$ cat config.mk
export PLATFORM = sky130hd
export DESIGN_NAME = channel_cfg_calibration_regs
export DESIGN_NICKNAME = d
export VERILOG_FILES = /design/src/rtl/chan_cal_pkg.sv /design/src/rtl/channel_cfg_calibration_regs.sv /design/src/rtl/cal_reg16.sv /design/src/rtl/axil_wr_capture.sv
export SDC_FILE = /design/constraint.sdc
export NUM_CORES = 1
export LEC_CHECK = 0
export ABC_AREA = 1
export BUFFER_PORTS_ARGS = -buffer_cell sky130_fd_sc_hd__buf_2
export CAP_MARGIN = 20
export CORE_ASPECT_RATIO = 1.25
export CORE_MARGIN = 8
export CORE_UTILIZATION = 45
export CTS_CLUSTER_SIZE = 30
export DETAILED_ROUTE_END_ITERATION = 8
export GPL_TIMING_DRIVEN = 0
export PLACE_DENSITY = 0.78
export SLEW_MARGIN = 25
export SYNTH_ARGS = -nofsm -noshare
export SYNTH_HDL_FRONTEND = slang
export SYNTH_HIERARCHICAL = 1
export SYNTH_SLANG_ARGS = --single-unit
$ cat constraint.sdc
create_clock -name aclk -period 1.9 [get_ports aclk]
set_input_delay 0.285 -clock aclk [delete_from_list [all_inputs] [get_ports aclk]]
set_output_delay 0.285 -clock aclk [all_outputs]
set_load 0.1 [all_outputs]
$ cat src/rtl/chan_cal_pkg.sv
package chan_cal_pkg;

  // ----------------------------------------------------------------------
  // Register indices (word addresses); byte address is four times these.
  // ----------------------------------------------------------------------
  localparam logic [7:0] IDX_PREV_GAIN_LOW = 8'h21;
  localparam logic [7:0] IDX_CONFIG = 8'h22;
  localparam logic [7:0] IDX_OFFSET_HIGH = 8'h23;
  localparam logic [7:0] IDX_OFFSET_LOW = 8'h24;
  localparam logic [7:0] IDX_GAIN_HIGH = 8'h25;
  localparam logic [7:0] IDX_GAIN_LOW = 8'h26;

  // ----------------------------------------------------------------------
  // Field layouts and reset values.
  // ----------------------------------------------------------------------
  localparam int PHASE_MSB = 15;
  localparam int PHASE_LSB = 6;
  localparam int DCBLK_BIT = 2;
  localparam int SEL_MSB = 1;
  localparam int SEL_LSB = 0;
  localparam int LOWBYTE_MSB = 15;
  localparam int LOWBYTE_LSB = 8;
  localparam logic [15:0] CONFIG_WMASK = 16'hFFC7;
  localparam logic [15:0] LOW_WMASK = 16'hFF00;
  localparam logic [15:0] FULL_WMASK = 16'hFFFF;
  localparam logic [15:0] RST_ZERO = 16'h0000;
  localparam logic [15:0] RST_GAIN_HIGH = 16'h8000;

  // Input select codes.
  typedef enum logic [1:0] {
    SEL_PINS = 2'b00,
    SEL_SHORTED = 2'b01,
    SEL_TEST_POS = 2'b10,
    SEL_TEST_NEG = 2'b11
  } input_select_t;

  // AXI response codes.
  localparam logic [1:0] RESP_OKAY = 2'b00;
  localparam logic [1:0] RESP_SLVERR = 2'b10;

endpackage : chan_cal_pkg

$ cat src/rtl/channel_cfg_calibration_regs.sv
// Behaviour
// Config at word 22h resets zero; offsets 23h/24h, gain low 26h reset zero.
// Config bits 15:6 hold a ten-bit signed phase delay, read/write.
// Config bit 2 disables DC block for this channel; zero follows global.
// Config bits 1:0 select pins, shorted, positive or negative test.
// Config bits 5:3 and calibration low bytes 7:0 read as zero.
// Offset bits 23:8 live in all of the offset high register at 23h.
// Offset bits 7:0 live in bits 15:8 of offset low register at 24h.
// Gain is 24-bit unsigned, from zero to just under two.
// Gain bits 23:8 live in the fully writable gain high register.
// Gain high sits at 25h and resets to 8000h, unity gain.
// Gain bits 7:0 live in bits 15:8 of gain low register at 26h.
// Previous channel gain bits 7:0 at 21h bits 15:8, reset zero.
// Writes to reserved bits are ignored; they always read zero.
//
// Added by the designer: the AXI4-Lite slave port.
module channel_cfg_calibration_regs #(
  parameter int ADDR_W = 12
) (
  // Clock and reset.
  input wire logic aclk,
  input wire logic aresetn,
  // AXI4-Lite write address.
  input wire logic [ADDR_W-1:0] s_axi_awaddr,
  input wire logic [2:0] s_axi_awprot,
  input wire logic s_axi_awvalid,
  output logic s_axi_awready,
  // AXI4-Lite write data.
  input wire logic [31:0] s_axi_wdata,
  input wire logic [3:0] s_axi_wstrb,
  input wire logic s_axi_wvalid,
  output logic s_axi_wready,
  // AXI4-Lite write response.
  output logic [1:0] s_axi_bresp,
  output logic s_axi_bvalid,
  input wire logic s_axi_bready,
  // AXI4-Lite read address.
  input wire logic [ADDR_W-1:0] s_axi_araddr,
  input wire logic [2:0] s_axi_arprot,
  input wire logic s_axi_arvalid,
  output logic s_axi_arready,
  // AXI4-Lite read data.
  output logic [31:0] s_axi_rdata,
  output logic [1:0] s_axi_rresp,
  output logic s_axi_rvalid,
  input wire logic s_axi_rready,
  // Channel settings toward the filter datapath.
  output logic signed [9:0] phase_delay,
  output logic dc_block_disable,
  output logic [1:0] input_select,
  output logic signed [23:0] offset_cal,
  output logic [23:0] gain_cal,
  output logic [7:0] prev_gain_cal_lower
);

  // ----------------------------------------------------------------------
  // Address helpers.
  // ----------------------------------------------------------------------

  // Byte address of a register index; aligned word only. An address that
  // is not a multiple of four never matches, so a misaligned access is
  // refused like an unmapped one instead of aliasing onto a register.
  function automatic logic hits(input logic [ADDR_W-1:0] a,
                                input logic [7:0] idx);
    hits = (a[ADDR_W-1:2] == (ADDR_W-2)'(idx)) && (a[1:0] == 2'b00);
  endfunction : hits

  // ----------------------------------------------------------------------
  // Write path.
  // ----------------------------------------------------------------------
  // Captured write, its response registers and the commit strobes.
  logic wr_both;
  logic [ADDR_W-1:0] wr_addr;
  logic [31:0] wr_data;
  logic [3:0] wr_strb;
  logic bvalid_reg;
  logic [1:0] bresp_reg;
  logic wr_go;
  logic wr_done;

  // Address and data may arrive in either order; each is held until the
  // response has been taken.
  axil_wr_capture #(.ADDR_W(ADDR_W)) u_wr_capture (
    .aclk(aclk),
    .aresetn(aresetn),
    .awaddr(s_axi_awaddr),
    .awvalid(s_axi_awvalid),
    .awready(s_axi_awready),
    .wdata(s_axi_wdata),
    .wstrb(s_axi_wstrb),
    .wvalid(s_axi_wvalid),
    .wready(s_axi_wready),
    .done(wr_done),
    .both(wr_both),
    .addr(wr_addr),
    .data(wr_data),
    .strb(wr_strb)
  );

  // A write commits once, in the cycle the response is raised. Holding the
  // captured address and data until the response handshake means a slow
  // master cannot make the same write land twice.
  assign wr_go = wr_both && !bvalid_reg;
  assign wr_done = bvalid_reg && s_axi_bready;

  // Per-register write enables; unmapped addresses write nothing. Each
  // select line matches one aligned word, so no write touches two words.
  logic [5:0] wr_sel;
  assign wr_sel[0] = wr_go && hits(wr_addr, chan_cal_pkg::IDX_PREV_GAIN_LOW);
  assign wr_sel[1] = wr_go && hits(wr_addr, chan_cal_pkg::IDX_CONFIG);
  assign wr_sel[2] = wr_go && hits(wr_addr, chan_cal_pkg::IDX_OFFSET_HIGH);
  assign wr_sel[3] = wr_go && hits(wr_addr, chan_cal_pkg::IDX_OFFSET_LOW);
  assign wr_sel[4] = wr_go && hits(wr_addr, chan_cal_pkg::IDX_GAIN_HIGH);
  assign wr_sel[5] = wr_go && hits(wr_addr, chan_cal_pkg::IDX_GAIN_LOW);

  // A write that selects no register is refused with a slave error.
  logic wr_mapped;
  assign wr_mapped = |wr_sel;

  // ----------------------------------------------------------------------
  // Register storage.
  // ----------------------------------------------------------------------
  // Reset value of each register, in address order from 21h to 26h.
  localparam logic [15:0] RST_V [6] = '{
    chan_cal_pkg::RST_ZERO, chan_cal_pkg::RST_ZERO,
    chan_cal_pkg::RST_ZERO, chan_cal_pkg::RST_ZERO,
    chan_cal_pkg::RST_GAIN_HIGH,
    chan_cal_pkg::RST_ZERO
  };
  // Reserved bits are never writable, so they can never read non-zero.
  localparam logic [15:0] MASK_V [6] = '{
    chan_cal_pkg::LOW_WMASK,
    chan_cal_pkg::CONFIG_WMASK,
    chan_cal_pkg::FULL_WMASK,
    chan_cal_pkg::LOW_WMASK,
    chan_cal_pkg::FULL_WMASK,
    chan_cal_pkg::LOW_WMASK
  };

  // Stored words, in the same order as the reset and mask tables.
  logic [15:0] reg_val [6];

  // One instance per register, each with its own reset and write mask.
  // Building every register from one cell keeps the reserved-bit handling
  // in a single place: a bit outside the mask is never written.
  for (genvar i = 0; i < 6; i++) begin : g_regs
    cal_reg16 #(
      .RESET_VALUE(RST_V[i]),
      .WRITE_MASK(MASK_V[i])
    ) u_reg (
      .aclk(aclk),
      .aresetn(aresetn),
      .wr_en(wr_sel[i]),
      .wr_data(wr_data[15:0]),
      .wr_strb(wr_strb[1:0]),
      .value(reg_val[i])
    );
  end

  // ----------------------------------------------------------------------
  // Write response.
  // ----------------------------------------------------------------------

  // Unmapped addresses answer with a slave error and change no storage.
  // The response is a register, so it stands unchanged until the master
  // takes it, whatever the capture stage does meanwhile.
  always_ff @(posedge aclk) begin
    if (!aresetn) begin
      bvalid_reg <= 1'b0;
      bresp_reg <= chan_cal_pkg::RESP_OKAY;
    end else if (wr_go) begin
      bvalid_reg <= 1'b1;
      bresp_reg <= wr_mapped ? chan_cal_pkg::RESP_OKAY
                             : chan_cal_pkg::RESP_SLVERR;
    end else if (wr_done) begin
      bvalid_reg <= 1'b0;
    end
  end

  // Response outputs come straight from their flops.
  assign s_axi_bvalid = bvalid_reg;
  assign s_axi_bresp = bresp_reg;

  // ----------------------------------------------------------------------
  // Read path.
  // ----------------------------------------------------------------------
  // Read answer registers and the read decode.
  logic arready_reg;
  logic rvalid_reg;
  logic [31:0] rdata_reg;
  logic [1:0] rresp_reg;
  logic rd_take;
  logic [15:0] rd_word;
  logic rd_hit;

  // One read at a time; a new address is taken only when idle. The ready
  // output is its own flop, the inverse of the answer's valid, so the bus
  // never sees a combinational path through the design's outputs.
  assign s_axi_arready = arready_reg;
  assign rd_take = s_axi_arvalid && arready_reg;

  // Read decode, one select line per register in storage order. Reserved
  // bits need no masking here: they come straight from storage that can
  // never hold anything but zero there.
  logic [5:0] rd_sel;
  assign rd_sel[0] = hits(s_axi_araddr, chan_cal_pkg::IDX_PREV_GAIN_LOW);
  assign rd_sel[1] = hits(s_axi_araddr, chan_cal_pkg::IDX_CONFIG);
  assign rd_sel[2] = hits(s_axi_araddr, chan_cal_pkg::IDX_OFFSET_HIGH);
  assign rd_sel[3] = hits(s_axi_araddr, chan_cal_pkg::IDX_OFFSET_LOW);
  assign rd_sel[4] = hits(s_axi_araddr, chan_cal_pkg::IDX_GAIN_HIGH);
  assign rd_sel[5] = hits(s_axi_araddr, chan_cal_pkg::IDX_GAIN_LOW);
  assign rd_hit = |rd_sel;
  assign rd_word = rd_sel[0] ? reg_val[0] :
                   rd_sel[1] ? reg_val[1] :
                   rd_sel[2] ? reg_val[2] :
                   rd_sel[3] ? reg_val[3] :
                   rd_sel[4] ? reg_val[4] :
                   rd_sel[5] ? reg_val[5] :
                   16'h0000;

  // Read data is registered and held until the master accepts it. Storage
  // is sampled at the edge that takes the address, so a write landing
  // later does not change an answer already on offer.
  always_ff @(posedge aclk) begin
    if (!aresetn) begin
      arready_reg <= 1'b1;
      rvalid_reg <= 1'b0;
      rdata_reg <= 32'h00000000;
      rresp_reg <= chan_cal_pkg::RESP_OKAY;
    end else if (rd_take) begin
      arready_reg <= 1'b0;
      rvalid_reg <= 1'b1;
      rdata_reg <= {16'h0000, rd_word};
      rresp_reg <= rd_hit ? chan_cal_pkg::RESP_OKAY
                          : chan_cal_pkg::RESP_SLVERR;
    end else if (rvalid_reg && s_axi_rready) begin
      arready_reg <= 1'b1;
      rvalid_reg <= 1'b0;
    end
  end

  // Read outputs come straight from their flops.
  assign s_axi_rvalid = rvalid_reg;
  assign s_axi_rdata = rdata_reg;
  assign s_axi_rresp = rresp_reg;

  // ----------------------------------------------------------------------
  // Field extraction.
  // ----------------------------------------------------------------------
  logic [9:0] phase_field;
  logic dcblk_field;
  logic [1:0] select_field;
  logic [23:0] offset_field;
  logic [23:0] gain_field;
  logic [7:0] prev_gain_field;

  // Named slices of the stored words. The calibration values are split
  // across a high register and the top byte of a low register, so the
  // low register's reserved byte never reaches the datapath.
  assign phase_field = reg_val[1][chan_cal_pkg::PHASE_MSB:
                                  chan_cal_pkg::PHASE_LSB];
  assign dcblk_field = reg_val[1][chan_cal_pkg::DCBLK_BIT];
  assign select_field = reg_val[1][chan_cal_pkg::SEL_MSB:
                                   chan_cal_pkg::SEL_LSB];
  assign offset_field = {reg_val[2],
                         reg_val[3][chan_cal_pkg::LOWBYTE_MSB:
                                    chan_cal_pkg::LOWBYTE_LSB]};
  assign gain_field = {reg_val[4],
                       reg_val[5][chan_cal_pkg::LOWBYTE_MSB:
                                  chan_cal_pkg::LOWBYTE_LSB]};
  assign prev_gain_field = reg_val[0][chan_cal_pkg::LOWBYTE_MSB:
                                      chan_cal_pkg::LOWBYTE_LSB];

  // ----------------------------------------------------------------------
  // Settings outputs, registered so they change one cycle after a write.
  // ----------------------------------------------------------------------

  // The extra flop stage keeps every output straight from a register, at
  // the cost of one cycle between a write landing and the datapath seeing
  // it; software cannot observe that cycle over the bus.
  always_ff @(posedge aclk) begin
    if (!aresetn) begin
      phase_delay <= 10'sh000;
      dc_block_disable <= 1'b0;
      input_select <= chan_cal_pkg::SEL_PINS;
      offset_cal <= 24'sh000000;
      gain_cal <= {chan_cal_pkg::RST_GAIN_HIGH, 8'h00};
      prev_gain_cal_lower <= 8'h00;
    end else begin
      phase_delay <= phase_field;
      dc_block_disable <= dcblk_field;
      input_select <= select_field;
      offset_cal <= offset_field;
      gain_cal <= gain_field;
      prev_gain_cal_lower <= prev_gain_field;
    end
  end

  // Protection bits carry no meaning for this bank. The upper data half
  // and its strobes are dropped as well, because every register is only
  // sixteen bits wide and sits in the low half of its word.
  logic unused_prot;
  assign unused_prot = ^{s_axi_awprot, s_axi_arprot, wr_data[31:16],
                         wr_strb[3:2]};

endmodule : channel_cfg_calibration_regs

$ cat src/rtl/cal_reg16.sv
// ------------------------------------------------------------------------
// One 16-bit register with a writable-bit mask and a reset value.
// ------------------------------------------------------------------------
module cal_reg16 #(
  parameter logic [15:0] RESET_VALUE = 16'h0000,
  parameter logic [15:0] WRITE_MASK = 16'hFFFF
) (
  // Clock and reset.
  input wire logic aclk,
  input wire logic aresetn,
  // Write port.
  input wire logic wr_en,
  input wire logic [15:0] wr_data,
  input wire logic [1:0] wr_strb,
  // Stored value.
  output logic [15:0] value
);

  logic [15:0] lane_mask;
  logic [15:0] value_next;

  // Only writable bits in enabled lanes change; masked bits stay zero.
  assign lane_mask = {{8{wr_strb[1]}}, {8{wr_strb[0]}}} & WRITE_MASK;
  assign value_next = (value & ~lane_mask) | (wr_data & lane_mask);

  // Register update.
  always_ff @(posedge aclk) begin
    if (!aresetn) begin
      value <= RESET_VALUE;
    end else if (wr_en) begin
      value <= value_next;
    end
  end

endmodule : cal_reg16

$ cat src/rtl/axil_wr_capture.sv
// ------------------------------------------------------------------------
// Captures write address and write data in either order.
// ------------------------------------------------------------------------
module axil_wr_capture #(
  parameter int ADDR_W = 12
) (
  // Clock and reset.
  input wire logic aclk,
  input wire logic aresetn,
  // Address and data channels.
  input wire logic [ADDR_W-1:0] awaddr,
  input wire logic awvalid,
  output logic awready,
  input wire logic [31:0] wdata,
  input wire logic [3:0] wstrb,
  input wire logic wvalid,
  output logic wready,
  // Completion from the response stage.
  input wire logic done,
  // Captured write.
  output logic both,
  output logic [ADDR_W-1:0] addr,
  output logic [31:0] data,
  output logic [3:0] strb
);

  // Each ready is a flop of its own, so the bus sees register outputs. It
  // drops at the edge that takes its item and returns after the response.
  assign both = !awready && !wready;

  // Hold each half until the response has been accepted.
  always_ff @(posedge aclk) begin
    if (!aresetn) begin
      awready <= 1'b1;
      wready <= 1'b1;
      addr <= '0;
      data <= 32'h00000000;
      strb <= 4'h0;
    end else if (done) begin
      awready <= 1'b1;
      wready <= 1'b1;
    end else begin
      if (awvalid && awready) begin
        awready <= 1'b0;
        addr <= awaddr;
      end
      if (wvalid && wready) begin
        wready <= 1'b0;
        data <= wdata;
        strb <= wstrb;
      end
    end
  end

endmodule : axil_wr_capture

Word-level counts from Yosys, hierarchy flattened
Cells that the tools add are included.

Bits in registers: 220. Input bits: 73. Output and inout port bits: 110. Logic and storage cells: 106.

Equality and inequality tests: 12. Mux-type cells: 14. Bitwise gates (word level): 20. Reduce and logical (&&, ||, !) cells: 37.

Operator list (count): bitwise AND 16 bit (9); == test 10 x 6 -> 1 bit, second input constant (12); two-way mux 16 bit (6); OR 16 bit (6); inverter 16 bit (3); logical AND 1 bit (25); OR reduction 6 bit (2); two-way mux 1 bit (6); zero test 2 bit (2); two-way mux 2 bit (2); AND reduction 2 bit (2); nonzero test 2 bit (2); zero test 1 bit (3); inverter 1 bit (2); OR reduction 2 bit (1).

Depth between registers and ports, before layout
Gate-level depths: netlist of the first run.

Word-level depth: 8. Mapped depth: 13. Gate-level depth less buffers: 12.

Modules after synthesis
The synthesis of the first run kept the hierarchy.

Modules (own cells, without submodules): channel_cfg_calibration_regs (instances 1, cells an instance 663, area each 4374.2 um^2, seq. area each 1801.7 um^2); axil_wr_capture (instances 1, cells an instance 314, area each 2055.7 um^2, seq. area each 1001.0 um^2); cal_reg16 at g_regs[0].u_reg ... (instances 3, cells an instance 60, area each 411.6 um^2, seq. area each 160.2 um^2); cal_reg16 at g_regs[2].u_reg (instances 1, cells an instance 102, area each 679.4 um^2, seq. area each 320.3 um^2); cal_reg16 at g_regs[4].u_reg (instances 1, cells an instance 100, area each 660.6 um^2, seq. area each 320.3 um^2); cal_reg16 at g_regs[1].u_reg (instances 1, cells an instance 86, area each 556.8 um^2, seq. area each 260.2 um^2).

Least setup slack after synthesis of the first run
No wires, ideal clock.

Kind: reg2reg. From: reg u_wr_capture.wready. To: reg with a tool-made name. Library setup time: 0.113 ns. Arrival: 2.335 ns. Data required time: 1.787 ns. Slack: -0.547 ns. Stages on the path, launching flop included: 13. Path buffers: 1. Period minus slack after synthesis: 2.447 ns. Cells stage by stage: dfxtp_1 > nor2_1 > inv_1 > or2_2 > nor3_2 > inv_1 > nor3_2 > inv_1 > nor2_1 > nand2_2 > buf_6 > nor2_1 > nor2_1.

RTL lines: start, declared (line axil_wr_capture.sv:17) `output logic wready,`; start signal, assigned (line axil_wr_capture.sv:35) `wready <= 1'b1;`; start signal, assigned (line axil_wr_capture.sv:41) `wready <= 1'b1;`; start signal, assigned (line axil_wr_capture.sv:48) `wready <= 1'b0;`.

==> flow_metrics.py, run 1 <==
metrics = {
    "floorplan": {
        "die_w_um": 141.4,
        "std_cell_rows": 57,
        "initial_utilization_pct": 45.61,
        "design.core.area_um2": 19400,
        "pin_count": 183,
        "design.die.area_um2": 24430,
        "floorplan.die.height_um": 172.8,
    },
    "drt": {
        "drt-pass1-iter-count": 5,
        "met1Wirelength_um": 9996,
        "met3WireLength_um": 1690,
        "detail_route.wirelength_um": 24420,
        "detailedRoute.firstIterationViolations": 656,
        "final_antenna_net_count": 0,
        "wl_per_cell_um": 13.28,
        "highest-signal-layer": "met4",
        "dr_total_vias": 8120,
        "met2_wirelength_um": 11660,
        "drt_drc_violations_left": 0,
        "via_count_normalized_by_instance_count": 4.415,
    },
    "power_and_ir_drop": {
        "worst_ir_drop_vdd_mv": 0.5940,
        "power.density_nw_per_um2": 799.7,
        "totalPowerFinal_uw": 8975,
        "leakagePower_uw": 0.006524,
    },
    "cts": {
        "clock-sinks": 191,
        "cts-buffers-inserted": 17,
        "ctsLongestPathBuffers": 2,
        "clkTransAtPathRegs_ns": 0.07,
        "cts_tree": "yes",
        "worst_skew_pair.late_latency_ns": 0.44,
        "cts_htree_levels": 4,
        "hold_buffer_count_at_cts": 0,
        "cts.root.buffer_cell": "sky130_fd_sc_hd__clkbuf_16",
    },
    "grt": {
        "antenna_violations_before_repair": 0,
        "grt_pass1_vias": 7769,
        "overflow": 0,
        "wire_length_of_the_first_global_routing_pass_um": 38380,
        "maximum_number_of_pins_on_one_net_before_global_route_repair": 18,
        "gr-usage-all-layers_pct": 19.75,
    },
    "finish": {
        "post_route_cells_drive_above_1_share_pct": 25.22,
        "area.growth.synth_to_final_pct": 26.86,
        "fillerInstances": 1846,
        "nets": 1634,
        "final_core_utilization_pct": 57.86,
        "antenna_cells": 0,
    },
    "sta": {
        "hold_violations": 0,
        "timing.final.setup_violations": 64,
        "final_period_minus_worst_setup_slack_ns": 2.062,
        "report.final.slew_viol_count": 0,
        "fin_ws_ns": -0.1619,
        "timing.slew.headroom_pct": 56.82,
        "worst_slew_pin_slew_ns": 0.6468,
        "layout_worst_path_cycle_share_pct": 108.5,
        "clock.fmax_mhz": 485.0,
        "final.setup_skew_ns": 0.008354,
        "grt_setup_unrepaired": "true",
    },
    "placement": {
        "dp_worst_setup_slack_ns": -0.2235,
        "buffer_ports.inserted": 140,
        "place.gp.congestion": 0.9073,
        "dp_hpwl_um": 17750,
    },
    "logic_synthesis": {
        "synth_warnings": 6,
        "post_synth_inst_count": 1335,
        "syn_area_per_cell_um2": 6.627,
        "post_synth_instance_area_um2": 8847,
    },
    "worst_setup_path": {
        "start_kind": "flip-flop",
        "worst_ep_required_time_ns": 2.23,
        "setup.worst_path.end_class": "flip-flop",
        "critPathMaxFanout": 7,
        "cp.arrival_ns": 2.39,
        "critPathKind": "flip-flop to flip-flop",
        "worst_r2r_path_cells": 12,
    },
    "status": {
        "failing_checks": "negative setup slack",
        "status": "finished, violations left",
    },
    "hold_path": {
        "hold_crit_path_type": "input pin to flip-flop",
        "hold_path_depth": 2,
    },
    "job": {
        "maxCapViolCount": 0,
    },
}
-- metal layers --
metal  GRT usage, %  vias up
met5              0        -
met4          9.466        0
met3          4.492       64
met2          34.27      278
met1          22.39     3564
li1               -     4214
-- worst paths after layout --
kind / start / endpoint / slack (ns)
setup / recovery: u_wr_capture/awready$_SDFFE_PP1P_ / flip-flop / -0.16
hold / removal: s_axi_awvalid / u_wr_capture/awready$_SDFFE_PP1P_ / 0.06
setup reg to reg: u_wr_capture/awready$_SDFFE_PP1P_ / flip-flop / -0.16
hold reg to reg: flip-flop / phase_delay[2]$_SDFF_PN0_ / 0.45
-- what timing repair did --
action / in CTS / in global routing
cloned: 4 / 2
setup endpoints to repair: 51 / 70
resized for setup: 36 / 63
buffers inserted: 14 / 10
pin swaps: 13 / 19
-- report_power, final --
group	switching, µW	internal [µW]	leakage (µW)
registers	133	4070	0.00155
clock network	1610	2360	0.000316
logic	557	241	0.00466
-- final cells by class --
cell class / count / area [µm²] / share of cell area [%]
tap: 265 / 331.6 / 2.954
buffer: 99 / 740.7 / 6.600
clock buffer: 17 / 425.4 / 3.790
sequential: 191 / 3832 / 34.15
timing repair buffer: 167 / 955.9 / 8.517
clock inverter: 15 / 234.0 / 2.085
multi-input combinational: 850 / 3821 / 34.05
inverter: 235 / 882.1 / 7.860
-- worst max-delay path, stage by stage, from the launching register on --
cell and delay [ns]:
sky130_fd_sc_hd__dfxtp_4 0.36, sky130_fd_sc_hd__nor2_4 0.11, sky130_fd_sc_hd__inv_1 0.05, sky130_fd_sc_hd__or2_4 0.24, sky130_fd_sc_hd__nor3_4 0.23, sky130_fd_sc_hd__inv_2 0.08
sky130_fd_sc_hd__nor3_4 0.16, sky130_fd_sc_hd__inv_2 0.09, sky130_fd_sc_hd__nor2_4 0.19, sky130_fd_sc_hd__nand2_4 0.10, sky130_fd_sc_hd__buf_6 0.19, sky130_fd_sc_hd__nor2_2 0.08
sky130_fd_sc_hd__nor2_1 0.05
-- cells in the final DEF, fill, tap and decap left out, types with 3 or more instances in the layout --
master and instances:
sky130_fd_sc_hd__buf_4 62, sky130_fd_sc_hd__buf_6 29, sky130_fd_sc_hd__clkinv_4 3, sky130_fd_sc_hd__buf_2 152
sky130_fd_sc_hd__bufinv_16 5, sky130_fd_sc_hd__o21ai_1 29, sky130_fd_sc_hd__conb_1 45, sky130_fd_sc_hd__inv_6 3
sky130_fd_sc_hd__nor2_4 19, sky130_fd_sc_hd__nor2_2 22, sky130_fd_sc_hd__nor2_1 258, sky130_fd_sc_hd__nand3_1 10
sky130_fd_sc_hd__buf_8 4, sky130_fd_sc_hd__o21ai_0 22, sky130_fd_sc_hd__nand2_2 32, sky130_fd_sc_hd__a21oi_1 9
sky130_fd_sc_hd__clkbuf_1 15, sky130_fd_sc_hd__a21oi_2 10, sky130_fd_sc_hd__inv_1 230, sky130_fd_sc_hd__clkbuf_16 17
sky130_fd_sc_hd__nand2_1 367, sky130_fd_sc_hd__dfxtp_1 188, sky130_fd_sc_hd__inv_2 5, sky130_fd_sc_hd__nand2_4 12
-- per-stage QoR --
step	instance area, µm²	hold WS, ns	setup TNS (ns)	instances
2_1_floorplan	9020	0.3741	-1.941	1375
3_3_place_gp	10050	0.4363	-4.564	1780
3_5_place_dp	10050	0.4380	-6.728	1780
4_1_cts	10950	0.03118	-1.338	1830
5_1_grt	11220	0.03306	-9.784	1839
6_report	11220	0.05530	-5.267	1839
No activity file was read; power rests on OpenSTA's default activity.
==> inputs of run 2 (changes only) <==
PLACE_DENSITY = 0.73   (was 0.78)
RECOVER_POWER = 100   (was default)
clock period = 2.2 ns   (was 1.9 ns; I/O delays follow)
==> run 2 against run 1 <==
  * The run now ends clean
  * Sequential share of layout area increased by 2.0 points
  * Sequential power decreased by 14%
  * Final area decreased by 5.8%
  * Flip-flop and latch count unchanged
  * Core utilization decreased by 3.3 points
  * Die area unchanged
  * Critical path type unchanged
  * Largest cell class unchanged
==> flow_metrics.py, run 2 (synthesis gave the netlist of run 1 again) <==
metrics = {
    "floorplan": {
        "die_w_um": 141.4,
        "std_cell_rows": 57,
        "design.core.area_um2": 19400,
        "floorplan.die.height_um": 172.8,
        "initial_utilization_pct": 45.61,
        "design.die.area_um2": 24430,
        "pin_count": 183,
    },
    "power_and_ir_drop": {
        "pwr-share-clk_pct": 41.1,
        "p_int_uw": 5294,
        "worst_ir_drop_vdd_mv": 0.5523,
        "power_switching_share_pct": 27.14,
        "share_seq_of_total_power_pct": 49.8,
        "power.density_nw_per_um2": 687.1,
        "leakagePower_uw": 0.006050,
        "p_sw_uw": 1972,
        "combinational_power_share_pct": 9.1,
        "totalPowerFinal_uw": 7266,
    },
    "sta": {
        "worst_slew_pin_slew_ns": 1.204,
        "hold_violations": 0,
        "grt_setup_unrepaired": "false",
        "layout_worst_path_cycle_share_pct": 94.00,
        "clock.fmax_mhz": 483.6,
        "fin_ws_ns": 0.1320,
        "fin_hold_ws_ns": 0.08360,
        "timing.slew.headroom_pct": 20.05,
        "timing.final.setup_violations": 0,
        "final_period_minus_worst_setup_slack_ns": 2.068,
        "report.final.slew_viol_count": 0,
        "final.setup_skew_ns": 0.01436,
    },
    "worst_setup_path": {
        "worst_r2r_path_cells": 12,
        "cp.arrival_ns": 2.40,
        "critPathMaxFanout": 7,
        "worst_ep_required_time_ns": 2.53,
        "timing.critical_path.cells": "nor2_4 > inv_1 > or2_4 > nor3_4 > inv_2 > nor3_4 > inv_2 > nor2_4 > nand2_4 > buf_4 > nor2_1 > nor2_1",
        "worst_path_dominant_cell_family": "simple AND/OR/NAND/NOR gates",
        "critPathKind": "flip-flop to flip-flop",
        "rr_startpoint": "u_wr_capture/wready$_SDFFE_PP1P_",
        "crit_buf_inv": 4,
        "start_kind": "flip-flop",
        "library_cell_contributing_the_largest_single_delay_on_the_critical_path": "sky130_fd_sc_hd__dfxtp_1",
        "setup.worst_path.end_class": "flip-flop",
        "worst_path_largest_cell_delay_ns": 0.36,
        "timing.reg2reg.setup_slack_ns": 0.13,
    },
    "finish": {
        "nets": 1614,
        "post_route_cells_drive_above_1_share_pct": 16.73,
        "final_common_cell": "sky130_fd_sc_hd__nand2_1",
        "antenna_cells": 0,
        "area.growth.synth_to_final_pct": 19.52,
        "layout.cells.most_common_list": "387 x sky130_fd_sc_hd__nand2_1, 287 x sky130_fd_sc_hd__nor2_1, 232 x sky130_fd_sc_hd__inv_1",
        "fillerInstances": 2000,
        "fin_area_um2": 10570,
    },
    "grt": {
        "maximum_number_of_pins_on_one_net_before_global_route_repair": 18,
        "wire_length_of_the_first_global_routing_pass_um": 38230,
        "grt_pass1_vias": 7765,
        "overflow": 0,
        "antenna_violations_before_repair": 0,
        "gr-usage-all-layers_pct": 19.72,
    },
    "placement": {
        "place.gp.congestion": 0.9035,
        "buffer_ports.inserted": 140,
        "dp_hpwl_um": 17800,
        "post_dp_cell_area_um2": 10040,
        "dp_worst_setup_slack_ns": -0.04202,
    },
    "status": {
        "status": "finished clean",
    },
    "drt": {
        "dr_total_vias": 7918,
        "drt-pass1-iter-count": 5,
        "highest-signal-layer": "met4",
        "wl_per_cell_um": 12.98,
        "met1Wirelength_um": 10040,
        "final_antenna_net_count": 0,
        "via_count_normalized_by_instance_count": 4.353,
        "detail_route.wirelength_um": 23600,
        "met3WireLength_um": 1549,
        "drt_drc_violations_left": 0,
        "met2_wirelength_um": 11030,
        "detailedRoute.firstIterationViolations": 483,
    },
    "cts": {
        "cts.root.buffer_cell": "sky130_fd_sc_hd__clkbuf_16",
        "clock-sinks": 191,
        "cts_htree_levels": 4,
        "cts_tree": "yes",
        "hold_buffer_count_at_cts": 0,
        "ctsLongestPathBuffers": 2,
        "worst_skew_pair.late_latency_ns": 0.44,
        "clkTransAtPathRegs_ns": 0.07,
        "cts-buffers-inserted": 17,
    },
    "hold_path": {
        "hold_path_depth": 2,
        "hold_crit_path_type": "input pin to flip-flop",
        "min-delay-start": "s_axi_awvalid",
        "hold_path_sink": "u_wr_capture/awready$_SDFFE_PP1P_",
    },
    "job": {
        "maxCapViolCount": 0,
    },
}
-- run 2: changes by cell type in the layout (fill, tap and decap cells not counted), moves of 13 or more --
cell,before,now
sky130_fd_sc_hd__buf_2,152,57
sky130_fd_sc_hd__clkbuf_1,15,69
sky130_fd_sc_hd__clkbuf_2,2,43
sky130_fd_sc_hd__nor2_1,258,287
sky130_fd_sc_hd__nand2_1,367,387
sky130_fd_sc_hd__buf_6,29,13
sky130_fd_sc_hd__nor2_2,22,6
sky130_fd_sc_hd__nand2_2,32,18
sky130_fd_sc_hd__nor2_4,19,6
-- run 2: stage by stage --
| stage | setup TNS [ns] | cells | utilization (%) |
|---|---|---|---|
| 2_1_floorplan | 0 | 1375 | - |
| 3_3_place_gp | -0.009196 | 1780 | 51.74 |
| 3_5_place_dp | -0.3574 | 1780 | 51.74 |
| 4_1_cts | 0 | 1812 | 54.66 |
| 5_1_grt | 0 | 1819 | 54.51 |
| 6_report | 0 | 1819 | 54.51 |
-- run 2: power by group through the flow --
stage                     clock, µW  sequential (µW)  combinational (µW)
after CTS                      3040             3610                 666
after floorplan                   0             3710                 460
after global routing           3170             3620                 727
final                          2990             3620                 661
after global placement            0             3690                 653
after detailed placement          0             3690                 661
-- run 2: worst max path at each step --
stage / start / endpoint / slack, ns / cells after the start
finish: u_wr_capture/wready$_SDFFE_PP1P_ / flip-flop / 0.13 / 12
global route: u_wr_capture/wready$_SDFFE_PP1P_ / flip-flop / 0.02 / 13
CTS: u_wr_capture/wready$_SDFFE_PP1P_ / flip-flop / 0.03 / 12
detailed placement: u_wr_capture/wready$_SDFFE_PP1P_ / flip-flop / -0.04 / 12
global placement: u_wr_capture/wready$_SDFFE_PP1P_ / flip-flop / -0.009 / 12
floorplan: u_wr_capture/awready$_SDFFE_PP1P_ / flip-flop / 0.008 / 12
-- run 2: routing by layer --
metal / GRT usage (%) / vias to the layer above
met3: 4.133 / 50
met1: 23.07 / 3451
met2: 33.55 / 244
met4: 9.601 / 0
li1: - / 4173
met5: 0 / -
-- run 2: timing repair --
item,4_1_cts,5_1_grt
endpoints found under the hold margin,0,0
buffers inserted,0,5
cloned,0,2
setup endpoints to repair,17,37
pin swaps,0,4
resized for setup,2,15
-- run 2: layout make-up --
class | instances | area [µm²] | share of cell area, %
Tap cell | 265 | 331.6 | 3.136
Sequential cell | 191 | 3825 | 36.17
Inverter | 235 | 882.1 | 8.342
Timing Repair Buffer | 147 | 688.2 | 6.508
Clock buffer | 20 | 436.7 | 4.130
Multi-Input combinational cell | 850 | 3576 | 33.82
Buffer | 99 | 711.9 | 6.733
Clock inverter | 12 | 122.6 | 1.160
==> inputs of run 3 (changes only) <==
PLACE_DENSITY = default   (was 0.73)
PLACE_DENSITY_LB_ADDON = 0.15   (was default)
==> run 3 against run 2 <==
  * Clock skew is 0.0062 ns lower
  * Cell count hardly changed
  * Fmax rose by 0.21%
  * Clock power barely moved
  * Core utilization grew 0.33 points
  * Power barely moved
  * First-iteration DRC count grew 22%
  * Hold slack better by 0.0034 ns
  * Clock-buffer cell count shrank 3
  * Via count is 2.3% lower
  * Sequential share of layout area is 0.18 points lower
  * Critical path type unchanged
  * Largest cell class unchanged
==> flow_metrics.py, run 3 (synthesis gave the netlist of run 1 again) <==
metrics = {
    "sta": {
        "worst_slew_pin_slew_ns": 1.186,
        "timing.slew.headroom_pct": 21.26,
        "clock.fmax_mhz": 484.6,
        "final_period_minus_worst_setup_slack_ns": 2.064,
        "timing.final.setup_violations": 0,
        "fin_setup_tns_ns": 0,
        "grt_setup_unrepaired": "true",
        "layout_worst_path_cycle_share_pct": 93.80,
        "hold_violations": 0,
        "report.final.slew_viol_count": 0,
        "final.setup_skew_ns": 0.008149,
    },
    "worst_setup_path": {
        "timing.reg2reg.setup_slack_ns": 0.14,
        "cp.arrival_ns": 2.39,
        "timing.critical_path.cells": "nor2_4 > inv_1 > or2_4 > nor3_4 > inv_2 > nor3_4 > inv_2 > nor2_4 > nand2_4 > buf_4 > nor2_1 > nor2_1",
        "setup.worst_path.end_class": "flip-flop",
        "crit_buf_inv": 4,
        "rr_startpoint": "u_wr_capture/wready$_SDFFE_PP1P_",
        "start_kind": "flip-flop",
        "critPathKind": "flip-flop to flip-flop",
        "cp_num_cells": 12,
        "worst_path_dominant_cell_family": "simple AND/OR/NAND/NOR gates",
        "library_cell_contributing_the_largest_single_delay_on_the_critical_path": "sky130_fd_sc_hd__dfxtp_4",
        "worst_path_largest_cell_delay_ns": 0.36,
        "critPathMaxFanout": 7,
        "worst_r2r_path_cells": 12,
        "worst_ep_required_time_ns": 2.53,
        "setup.worst_path.start": "u_wr_capture/wready$_SDFFE_PP1P_",
    },
    "cts": {
        "cts.root.buffer_cell": "sky130_fd_sc_hd__clkbuf_16",
        "cts_htree_levels": 4,
        "clock-sinks": 191,
        "hold_buffer_count_at_cts": 0,
        "ctsLongestPathBuffers": 2,
        "worst_skew_pair.late_latency_ns": 0.43,
        "cts-buffers-inserted": 17,
        "clkTransAtPathRegs_ns": 0.07,
        "cts_tree": "yes",
    },
    "drt": {
        "wl_per_cell_um": 12.87,
        "met1Wirelength_um": 10430,
        "via_count_normalized_by_instance_count": 4.249,
        "final_antenna_net_count": 0,
        "drt-pass1-iter-count": 5,
        "met2_wirelength_um": 10620,
        "drt_drc_violations_left": 0,
        "detailedRoute.firstIterationViolations": 591,
        "highest-signal-layer": "met4",
        "dr_total_vias": 7734,
        "detail_route.wirelength_um": 23420,
        "met3WireLength_um": 1549,
    },
    "floorplan": {
        "pin_count": 183,
        "design.core.area_um2": 19400,
        "design.die.area_um2": 24430,
        "die_w_um": 141.4,
        "floorplan.die.height_um": 172.8,
        "std_cell_rows": 57,
        "initial_utilization_pct": 45.61,
    },
    "finish": {
        "final_common_cell": "sky130_fd_sc_hd__nand2_1",
        "area.growth.synth_to_final_pct": 20.24,
        "layout.cells.most_common_list": "385 x sky130_fd_sc_hd__nand2_1, 288 x sky130_fd_sc_hd__nor2_1, 232 x sky130_fd_sc_hd__inv_1",
        "nets": 1615,
        "post_route_cells_drive_above_1_share_pct": 18.01,
        "antenna_cells": 0,
    },
    "status": {
        "status": "finished clean",
    },
    "placement": {
        "buffer_ports.inserted": 140,
        "dp_hpwl_um": 17850,
        "place.gp.congestion": 0.8740,
    },
    "job": {
        "maxCapViolCount": 0,
    },
    "power_and_ir_drop": {
        "totalPowerFinal_uw": 7259,
        "worst_ir_drop_vdd_mv": 0.5116,
        "power.density_nw_per_um2": 682.4,
        "leakagePower_uw": 0.006136,
    },
    "hold_path": {
        "hold_crit_path_type": "input pin to flip-flop",
    },
    "grt": {
        "overflow": 0,
        "maximum_number_of_pins_on_one_net_before_global_route_repair": 18,
        "grt_pass1_vias": 7528,
        "wire_length_of_the_first_global_routing_pass_um": 37650,
        "antenna_violations_before_repair": 0,
        "gr-usage-all-layers_pct": 19.57,
    },
}
==> run 3: cell types whose count changed in the layout (fill, tap and decap cells not counted), sizes merged <==
| cell | change |
|---|---|
| inv | -1 |
| buf | +1 |
| clkinvlp | -1 |
| clkinv | +5 |
| clkbuf | -3 |
==> run 3: through the flow <==
stage / hold slack, ns / cell area, µm² / worst slack (ns) / util [%] / std cells
after floorplan: 0.4170 / 9004 / 0.007624 / - / 1375
after global placement: 0.4370 / 10040 / -0.03336 / 51.74 / 1780
after detailed placement: 0.4379 / 10040 / -0.09498 / 51.74 / 1780
after CTS: 0.09510 / 10620 / 0.03858 / 54.76 / 1814
after global routing: 0.06540 / 10640 / -0.01220 / 54.84 / 1820
final: 0.08703 / 10640 / 0.1363 / 54.84 / 1820
==> run 3: report_power, final <==
group          switching, µW  internal [µW]  leakage, µW
registers                102           3510      0.00155
clock network           1400           1580     0.000276
logic                    473            194      0.00431
==> run 3: final cells by class <==
class | count | area (µm²)
plain buffers | 99 | 718.2
clock buffers | 17 | 425.4
flip-flops and latches | 191 | 3829
inverters | 235 | 882.1
repair buffers | 148 | 724.4
well taps | 265 | 331.6
multi-input cells | 850 | 3592
clock inverters | 15 | 135.1
fillers | 2011 | 8761
==> run 3: routing by layer <==
metal	global-route usage, %	up-vias
li1	-	4178
met1	23.93	3320
met2	31.77	201
met3	4.492	35
met4	9.511	0
met5	0	-
==> run 3: worst register-to-register path, stage by stage (launching register included) <==
cell	delay (ns)
sky130_fd_sc_hd__dfxtp_4	0.36
sky130_fd_sc_hd__nor2_4	0.10
sky130_fd_sc_hd__inv_1	0.04
sky130_fd_sc_hd__or2_4	0.25
sky130_fd_sc_hd__nor3_4	0.25
sky130_fd_sc_hd__inv_2	0.08
sky130_fd_sc_hd__nor3_4	0.18
sky130_fd_sc_hd__inv_2	0.09
sky130_fd_sc_hd__nor2_4	0.18
sky130_fd_sc_hd__nand2_4	0.10
sky130_fd_sc_hd__buf_4	0.20
sky130_fd_sc_hd__nor2_1	0.08
sky130_fd_sc_hd__nor2_1	0.05
==> run 3: worst min path at each step <==
stage	from	to	slack, ns	cells past startpoint
6_report	s_axi_wvalid	u_wr_capture/wready$_SDFFE_PP1P_	0.09	2
5_1_grt	s_axi_wvalid	u_wr_capture/wready$_SDFFE_PP1P_	0.07	2
4_1_cts	s_axi_awvalid	u_wr_capture/awready$_SDFFE_PP1P_	0.1	2
3_5_place_dp	flip-flop	prev_gain_cal_lower[1]$_SDFF_PN0_	0.44	2
3_3_place_gp	flip-flop	phase_delay[3]$_SDFF_PN0_	0.44	2
2_1_floorplan	flip-flop	offset_cal[0]$_SDFF_PN0_	0.42	2
==> run 3: what timing repair did <==
item,CTS,global route
endpoints found under the setup margin,24,45
pin swaps,0,3
resized for setup,3,13
buffers inserted,2,5
gates cloned,0,1
